--- config.mk ---
export PLATFORM = sky130hd
export DESIGN_NAME = acis_top
export DESIGN_NICKNAME = d
export VERILOG_FILES = /design/src/include/acis_pkg.sv /design/src/verilog/acis_top.sv /design/src/verilog/acis_route_map.sv
export SDC_FILE = /design/constraint.sdc
export NUM_CORES = 1
export LEC_CHECK = 0
export ABC_CLOCK_PERIOD_IN_PS = 2600
export BUFFER_PORTS_ARGS = -buffer_cell sky130_fd_sc_hd__buf_2
export CAP_MARGIN = 10
export CORE_MARGIN = 1
export CORE_UTILIZATION = 35
export CTS_CLUSTER_DIAMETER = 60
export DETAILED_ROUTE_END_ITERATION = 10
export PLACE_DENSITY = 0.69
export SLEW_MARGIN = 20
export SYNTH_ARGS = -nofsm -noshare
export SYNTH_HDL_FRONTEND = slang
export SYNTH_SLANG_ARGS = --single-unit
export TNS_END_PERCENT = 20
--- constraint.sdc ---
create_clock -name core_clk -period 2.6 [get_ports core_clk]
set_input_delay 0.78 -clock core_clk [delete_from_list [all_inputs] [get_ports core_clk]]
set_output_delay 0.78 -clock core_clk [all_outputs]
set_load 0.01 [all_outputs]
--- src/include/acis_pkg.sv ---
// Purpose: constants and types for the channel 1/2/3 input select block
// Assumes: apb slave with 32-bit data, one aligned word per register
// Notes:   pin codes name analog inputs, op-amp outputs and low reference
// Notes on behaviour
// - setting b negative code 11 gives inputs 9/10/11, 10 gives 6or-opamp3/7/8, 0x low ref
// - setting b positive bit 1 gives opamp1/3, opamp2/0, opamp3/6; 0 gives opamp2/0,1,2
// - setting a negative field maps exactly like setting b
// - in 12-bit mode select fields read zero and writes do not change selection
// - op-amp output routed when its enable is 1, otherwise the analog pin
// - bits 15-11 and 7-3 read zero, writes ignored
package acis_pkg;

  localparam logic [11:0] ACIS_SEL_OFFSET = 12'h000;
  localparam logic [15:0] ACIS_SEL_RESET  = 16'h0000;
  localparam logic [15:0] ACIS_SEL_MASK   = 16'h0707;
  localparam int          ACIS_NB_LSB     = 9;
  localparam int          ACIS_SB_BIT     = 8;
  localparam int          ACIS_NA_LSB     = 1;
  localparam int          ACIS_SA_BIT     = 0;

  // route codes: 0..11 analog input n, 16..18 op-amp output 1..3, 31 low reference
  localparam logic [4:0] ACIS_AN0   = 5'h00;
  localparam logic [4:0] ACIS_AN1   = 5'h01;
  localparam logic [4:0] ACIS_AN2   = 5'h02;
  localparam logic [4:0] ACIS_AN3   = 5'h03;
  localparam logic [4:0] ACIS_AN6   = 5'h06;
  localparam logic [4:0] ACIS_AN7   = 5'h07;
  localparam logic [4:0] ACIS_AN8   = 5'h08;
  localparam logic [4:0] ACIS_AN9   = 5'h09;
  localparam logic [4:0] ACIS_AN10  = 5'h0A;
  localparam logic [4:0] ACIS_AN11  = 5'h0B;
  localparam logic [4:0] ACIS_OA1   = 5'h10;
  localparam logic [4:0] ACIS_OA2   = 5'h11;
  localparam logic [4:0] ACIS_OA3   = 5'h12;
  localparam logic [4:0] ACIS_VREFL = 5'h1F;

  typedef struct packed {
    logic [1:0] neg_b;
    logic       pos_b;
    logic [1:0] neg_a;
    logic       pos_a;
  } acis_sel_t;

  typedef struct packed {
    logic [4:0] ch1;
    logic [4:0] ch2;
    logic [4:0] ch3;
  } acis_route_t;

endpackage : acis_pkg

--- src/verilog/acis_top.sv ---
// Purpose: apb register and route selection for converter channels 1, 2, 3
// Assumes: twelve_bit_conv_select, opamp enables and alt sample come from pins
// Notes:   routes are registered behind the pin synchronisers, so they follow pins three cycles late
//
// The implementer's own choices: the register offsets and the APB interface to the registers.
`timescale 1ns/1ps
module acis_top
  import acis_pkg::*;
#(
  parameter logic [11:0] SEL_ADDR     = ACIS_SEL_OFFSET,
  parameter bit          POS_A_LIKE_B = 1'b1
)
(
  input  wire logic        core_clk,
  input  wire logic        srst,
  input  wire logic        clk_en,
  input  wire logic        psel,
  input  wire logic        penable,
  input  wire logic        pwrite,
  input  wire logic [11:0] paddr,
  input  wire logic [31:0] pwdata,
  input  wire logic [3:0]  pstrb,
  output      logic        pready,
  output      logic [31:0] prdata,
  output      logic        pslverr,
  input  wire logic        twelve_bit_conv_select,
  input  wire logic [2:0]  opamp_route_enable,
  input  wire logic        alt_sample_b,
  output      acis_route_t pos_route,
  output      acis_route_t neg_route,
  output      logic        using_setting_b
);

  ////////////////////////////////////////////////////////////////////////////
  // elaboration checks
  // low address bits are not decoded, so only word placement works
  if (SEL_ADDR[1:0] != 2'b00) begin : g_bad_addr
    $error("acis_top: SEL_ADDR must be word aligned");
  end
  // setting a positive input is only built with the setting b encoding
  if (!POS_A_LIKE_B) begin : g_bad_pos_a
    $error("acis_top: POS_A_LIKE_B other than 1 is not built");
  end

  ////////////////////////////////////////////////////////////////////////////
  // pin synchronisers
  logic [4:0] sync1_r, sync2_r, sync1_nxt, sync2_nxt;

  always_comb begin
    sync1_nxt = {twelve_bit_conv_select, opamp_route_enable, alt_sample_b};
    sync2_nxt = sync1_r;
  end

  always_ff @(posedge core_clk) begin
    if (srst) begin
      sync1_r <= 5'h00;
      sync2_r <= 5'h00;
    end else if (clk_en) begin
      sync1_r <= sync1_nxt;
      sync2_r <= sync2_nxt;
    end
  end

  logic       twelve_s;
  logic [2:0] opamp_s;
  logic       alt_s;
  assign twelve_s = sync2_r[4];
  assign opamp_s  = sync2_r[3:1];
  assign alt_s    = sync2_r[0];

  ////////////////////////////////////////////////////////////////////////////
  // apb slave, zero wait states
  logic        sel_hit;
  logic        acc;
  logic [15:0] sel_r, sel_nxt;
  logic [31:0] prdata_nxt;
  logic        pslverr_nxt;
  logic        pready_nxt;
  logic        wr_go;

  assign acc     = psel && !penable;
  assign sel_hit = (paddr[11:2] == SEL_ADDR[11:2]);
  // write waits for the access edge, so an abandoned setup changes nothing
  assign wr_go   = psel && penable && pready && pwrite && sel_hit && !twelve_s;

  always_comb begin
    sel_nxt     = sel_r;
    prdata_nxt  = prdata;
    pslverr_nxt = 1'b0;
    pready_nxt  = 1'b0;
    if (acc) begin
      pready_nxt  = 1'b1;
      pslverr_nxt = !sel_hit;
      prdata_nxt  = 32'h0000_0000;
      if (sel_hit && !pwrite && !twelve_s) begin
        prdata_nxt = {16'h0000, sel_r & ACIS_SEL_MASK};
      end
    end
    // writes in 12-bit mode are dropped, fields stay unimplemented
    if (wr_go) begin
      if (pstrb[0]) begin
        sel_nxt[7:0] = pwdata[7:0] & ACIS_SEL_MASK[7:0];
      end
      if (pstrb[1]) begin
        sel_nxt[15:8] = pwdata[15:8] & ACIS_SEL_MASK[15:8];
      end
    end
  end

  // answer rises in the access cycle, registered from setup
  always_ff @(posedge core_clk) begin
    if (srst) begin
      sel_r   <= ACIS_SEL_RESET;
      prdata  <= 32'h0000_0000;
      pslverr <= 1'b0;
      pready  <= 1'b0;
    end else if (clk_en) begin
      sel_r   <= sel_nxt;
      prdata  <= prdata_nxt;
      pslverr <= pslverr_nxt;
      pready  <= pready_nxt;
    end
  end

  ////////////////////////////////////////////////////////////////////////////
  // route selection
  acis_sel_t   fld;
  acis_route_t pos_a, neg_a, pos_b, neg_b;
  acis_route_t pos_nxt, neg_nxt;
  logic        use_b_nxt;

  always_comb begin
    fld = '{neg_b: sel_r[ACIS_NB_LSB +: 2], pos_b: sel_r[ACIS_SB_BIT],
            neg_a: sel_r[ACIS_NA_LSB +: 2], pos_a: sel_r[ACIS_SA_BIT]};
    if (twelve_s) begin
      fld = '0;
    end
  end

  acis_route_map u_map_a (
    .neg_sel            (fld.neg_a),
    .pos_sel            (fld.pos_a),
    .opamp_route_enable (opamp_s),
    .pos_route          (pos_a),
    .neg_route          (neg_a)
  );

  acis_route_map u_map_b (
    .neg_sel            (fld.neg_b),
    .pos_sel            (fld.pos_b),
    .opamp_route_enable (opamp_s),
    .pos_route          (pos_b),
    .neg_route          (neg_b)
  );

  always_comb begin
    use_b_nxt = alt_s;
    pos_nxt   = use_b_nxt ? pos_b : pos_a;
    neg_nxt   = use_b_nxt ? neg_b : neg_a;
  end

  always_ff @(posedge core_clk) begin
    if (srst) begin
      pos_route       <= '{ch1: ACIS_AN0, ch2: ACIS_AN1, ch3: ACIS_AN2};
      neg_route       <= '{ch1: ACIS_VREFL, ch2: ACIS_VREFL, ch3: ACIS_VREFL};
      using_setting_b <= 1'b0;
    end else if (clk_en) begin
      pos_route       <= pos_nxt;
      neg_route       <= neg_nxt;
      using_setting_b <= use_b_nxt;
    end
  end

endmodule : acis_top

--- src/verilog/acis_route_map.sv ---
// Purpose: combinational map of one setting's fields onto three channel routes
// Assumes: opamp enables are already synchronised to core_clk
// Notes:   instanced once per setting
`timescale 1ns/1ps
module acis_route_map
  import acis_pkg::*;
(
  input  wire logic [1:0]  neg_sel,
  input  wire logic        pos_sel,
  input  wire logic [2:0]  opamp_route_enable,
  output      acis_route_t pos_route,
  output      acis_route_t neg_route
);

  function automatic logic [4:0] pick(input logic en, input logic [4:0] oa,
                                      input logic [4:0] an);
    pick = en ? oa : an;
  endfunction : pick

  always_comb begin
    case (neg_sel)
      2'b11: begin
        neg_route = '{ch1: ACIS_AN9, ch2: ACIS_AN10, ch3: ACIS_AN11};
      end
      2'b10: begin
        neg_route = '{ch1: pick(opamp_route_enable[2], ACIS_OA3, ACIS_AN6),
                      ch2: ACIS_AN7, ch3: ACIS_AN8};
      end
      default: begin
        neg_route = '{ch1: ACIS_VREFL, ch2: ACIS_VREFL, ch3: ACIS_VREFL};
      end
    endcase
    if (pos_sel) begin
      pos_route = '{ch1: pick(opamp_route_enable[0], ACIS_OA1, ACIS_AN3),
                    ch2: pick(opamp_route_enable[1], ACIS_OA2, ACIS_AN0),
                    ch3: pick(opamp_route_enable[2], ACIS_OA3, ACIS_AN6)};
    end else begin
      pos_route = '{ch1: pick(opamp_route_enable[1], ACIS_OA2, ACIS_AN0),
                    ch2: ACIS_AN1, ch3: ACIS_AN2};
    end
  end

endmodule : acis_route_map

==> impl_metrics.json <==
{
  "run_status": "finished, final reports clean",
  "worst_ep_arrival_time_ns": 2.01,
  "drt-pass1-iter-count": 4,
  "ys_ff_latch": 37,
  "design_area_sq_um": 2040,
  "holdCritPathClass": "reg2reg",
  "static_leakage_uw": 0.000953,
  "cp-start-kind": "primary input",
  "power_switching_uw": 287,
  "detail_route.drc_violations": 0,
  "clk_pin_slew_ns": 0.08,
  "report.final.hold_viol_count": 0,
  "design.die.area_sq_um": 5510,
  "synth-seq-area-share_pct": 40.5,
  "clockBufferDepth": 2,
  "proportion_of_power_drawn_by_combinational_gates_pct": 10.4,
  "final.fill_count": 533,
  "detailed_place.area_sq_um": 1950,
  "gr-usage-all-layers_pct": 13.2,
  "timing.critical_path.cells": "buf_2 -> nor4_2 -> and3_1 -> and3_1 -> a22o_1",
  "synth_compound_gate_area_share_pct": 12.5,
  "async_set_or_reset_flop_fraction_in_the_synthesized_netlist_pct": 0,
  "worst_skew_pair.late_latency_ns": 0.28,
  "vdd_ir_drop_max_uv": 288,
  "die_w_um": 74.2,
  "vias_in_the_first_global_route": 1200,
  "yosys_warnings": 0,
  "finalCritPeriodShare_pct": 68.2,
  "synth.mux.area_fraction_pct": 8.29,
  "yosysUniqueCellTypes": 37,
  "final_period_minus_worst_setup_slack_ns": 1.77,
  "totalNegativeSetupSlack_ns": 0,
  "pwr-share-seq_pct": 53.8,
  "final.setup_skew_ns": 0.00398,
  "grt_pass1_wl_mm": 5.51,
  "synth.largest_area_cell": "dfxtp_1",
  "die_height_um": 74.2,
  "critPathCaptureType": "flip-flop",
  "reg2reg_depth": 4,
  "sw_frac_of_total_pct": 26.2,
  "routabilityCongestion": 0.787,
  "grt_antenna_before_repair": 0,
  "hpwl_mm": 2.74,
  "cts.htree.levels": 2,
  "synth_simple_gate_area_share_pct": 15.8,
  "required_time_worst_endpoint_ns": 2.83,
  "power_density_nw_per_um2": 538,
  "postRouteAntennaNets": 0,
  "antenna-diode-count": 0,
  "final_layout_size_suffix_gt1_share_pct": 29.2,
  "finalSetupViolCount": 0,
  "start_util_pct": 37.4,
  "grt_setup_unrepaired": "false",
  "worst_path_most_repeated_cell": "and3_1",
  "regToRegStartpoint": "sync2_r[0]$_SDFFE_PP0P_",
  "p_int_uw": 810,
  "worst_hold_startpoint": "prdata[10]$_SDFFE_PP0P_",
  "synth_top_cells_by_area": "dfxtp_1 (41%), buf_4 (18%), mux2i_1 (7.7%), nor2_1 (4.3%), a22o_1 (2.9%)",
  "worstHoldPathCells": 1,
  "timing.hold.worst_endpoint": "prdata[10]$_SDFFE_PP0P_",
  "cts.sink_count": 37,
  "r2r_setup_slack_ns": 1.09,
  "final_nets": 308,
  "cts_post_setup_buffers_inserted": 0,
  "clockRootBuffer": "clkbuf_8",
  "post_synthesis_instance_area_sq_um": 1830,
  "row_count": 25,
  "clock_power_share_pct": 35.7,
  "setup.worst_path.class": "in2reg",
  "numCtsBuffers": 5,
  "cts_hold_repair.buffers": 0,
  "yosys.area_share.adder_pct": 0,
  "drt-initial-drc-count": 65,
  "worstReg2RegEnd": "pos_route[10]$_SDFFE_PP0P_",
  "total_power_uw": 1100,
  "worstPathMaxFanout": 8,
  "area_delta_synth_final_pct": 11.6,
  "design.core.area_sq_um": 4880,
  "ys_dominant_reg_cell": "dfxtp_1",
  "design.portCount": 124,
  "tritoncts": "built",
  "synth_xor_area_share_pct": 0,
  "wl_per_cell_um": 11.0,
  "timing_worst_slew_pin_value_ns": 0.524,
  "combinational_family_with_the_most_area_after_synthesis": "buffers and inverters",
  "portBuffers": 57,
  "finalCoreUtilization_pct": 41.8,
  "synth.top_cell.area_share_pct": 40.5,
  "post_synth_inst_count": 203,
  "cts-resized-gates": 0,
  "crit_slowest_cell": "and3_1",
  "slew_headroom_pct": 65.0,
  "final-max-slew-violation-count": 0,
  "grt.overflow.total": 0,
  "clock.fmax_ghz": 0.564,
  "synthesis.area_per_instance_sq_um": 9.00,
  "drv_cap": 0,
  "totalWireLength_mm": 3.50,
  "final.hold.worst_slack_ns": 0.478,
  "synth-edff-count": 0,
  "vias": 1412,
  "grt_max_degree": 31,
  "via_density": 4.45,
  "slowest_delay_ns": 0.36
}
registers in the layout, summed over array words and instances, names as in the netlist:
name             cells
sel_r                6
sync1_r              5
pready               1
pos_route            7
sync2_r              5
pslverr              1
using_setting_b      1
neg_route            5
prdata               6
worst max-delay path, delay by kind of cell:
kind | cells | cell delay, ns
buffers and inverters | 1 | 0.11
AOI/OAI and AO/OA | 1 | 0.16
and+or+nand+nor | 3 | 0.96
power groups by stage:
stage	sequential [uW]	clock (uW)	combinational, uW
floorplan	603	0	118
global placement	603	0	114
detailed placement	604	0	115
CTS	590	402	115
global route	593	422	130
finish	590	392	115
routing by layer:
metal	vias up	global-route usage, %	part of all wire [%]
li1	707	-	-
met1	648	16.9	45
met2	55	21.1	47
met3	2	4.07	7.8
met4	0	4.40	0.46
met5	-	0	0
worst max path at each step:
stage	startpoint	to	slack [ns]	depth (start not counted)
finish	paddr[5]	prdata[0]$_SDFFE_PP0P_	0.83	5
global route	paddr[5]	prdata[0]$_SDFFE_PP0P_	0.77	5
CTS	paddr[5]	prdata[0]$_SDFFE_PP0P_	0.80	5
global placement	paddr[5]	prdata[8]$_SDFFE_PP0P_	0.51	5
detailed placement	paddr[5]	prdata[0]$_SDFFE_PP0P_	0.50	5
floorplan	paddr[11]	prdata[0]$_SDFFE_PP0P_	0.83	6
cell usage in the layout, fill, tap and decap left out, drive strengths merged, types with 3 or more instances in the layout:
cell type | Yosys | final
inv | 5 | 5
nand4 | 7 | 7
dfxtp | 37 | 37
a22o | 6 | 6
conb | 2 | 36
mux2i | 14 | 14
nor3 | 4 | 4
nor2 | 21 | 21
clkinvlp | 0 | 3
a21oi | 9 | 9
buf | 51 | 59
clkbuf | 3 | 5
o21ai | 9 | 9
nand2 | 8 | 8
cells by family after synthesis:
| kind of cell | after synthesis |
|---|---|
| buffers and inverters | 59 |
| AND/OR/NAND/NOR | 55 |
| flip-flops | 37 |
| AO/OA/AOI/OAI | 35 |
| multiplexers | 15 |
| other | 2 |
stage by stage:
step,instances,worst slack (ns)
3_5_place_dp,309,0.496
2_1_floorplan,237,0.833
6_report,317,0.827
4_1_cts,317,0.796
3_3_place_gp,309,0.513
5_1_grt,317,0.767
synthesized netlist by cell type, types with 2 or more instances:
| library cell | count |
|---|---|
| a21oi_1 | 9 |
| a22o_1 | 6 |
| and3_1 | 2 |
| buf_2 | 3 |
| buf_4 | 45 |
| buf_6 | 2 |
| clkbuf_1 | 3 |
| conb_1 | 2 |
| dfxtp_1 | 37 |
| inv_1 | 5 |
| mux2i_1 | 14 |
| nand2_1 | 8 |
| nand2b_1 | 2 |
| nand3_1 | 2 |
| nand4_1 | 7 |
| nor2_1 | 21 |
| nor3_1 | 4 |
| nor4_2 | 2 |
| o21a_1 | 2 |
| o21ai_0 | 9 |
| or2_2 | 2 |
area by class of cell:
type / instances / area (sq um) / share of cell area (%)
timing repair buffer: 59 / 300 / 14.7
tap: 67 / 83.8 / 4.11
clock buffer: 5 / 68.8 / 3.37
multi-input combinational: 141 / 805 / 39.4
sequential: 37 / 741 / 36.3
inverter: 5 / 18.8 / 0.920
clock inverter: 3 / 22.5 / 1.10
No activity file was read; power rests on OpenSTA's default activity.
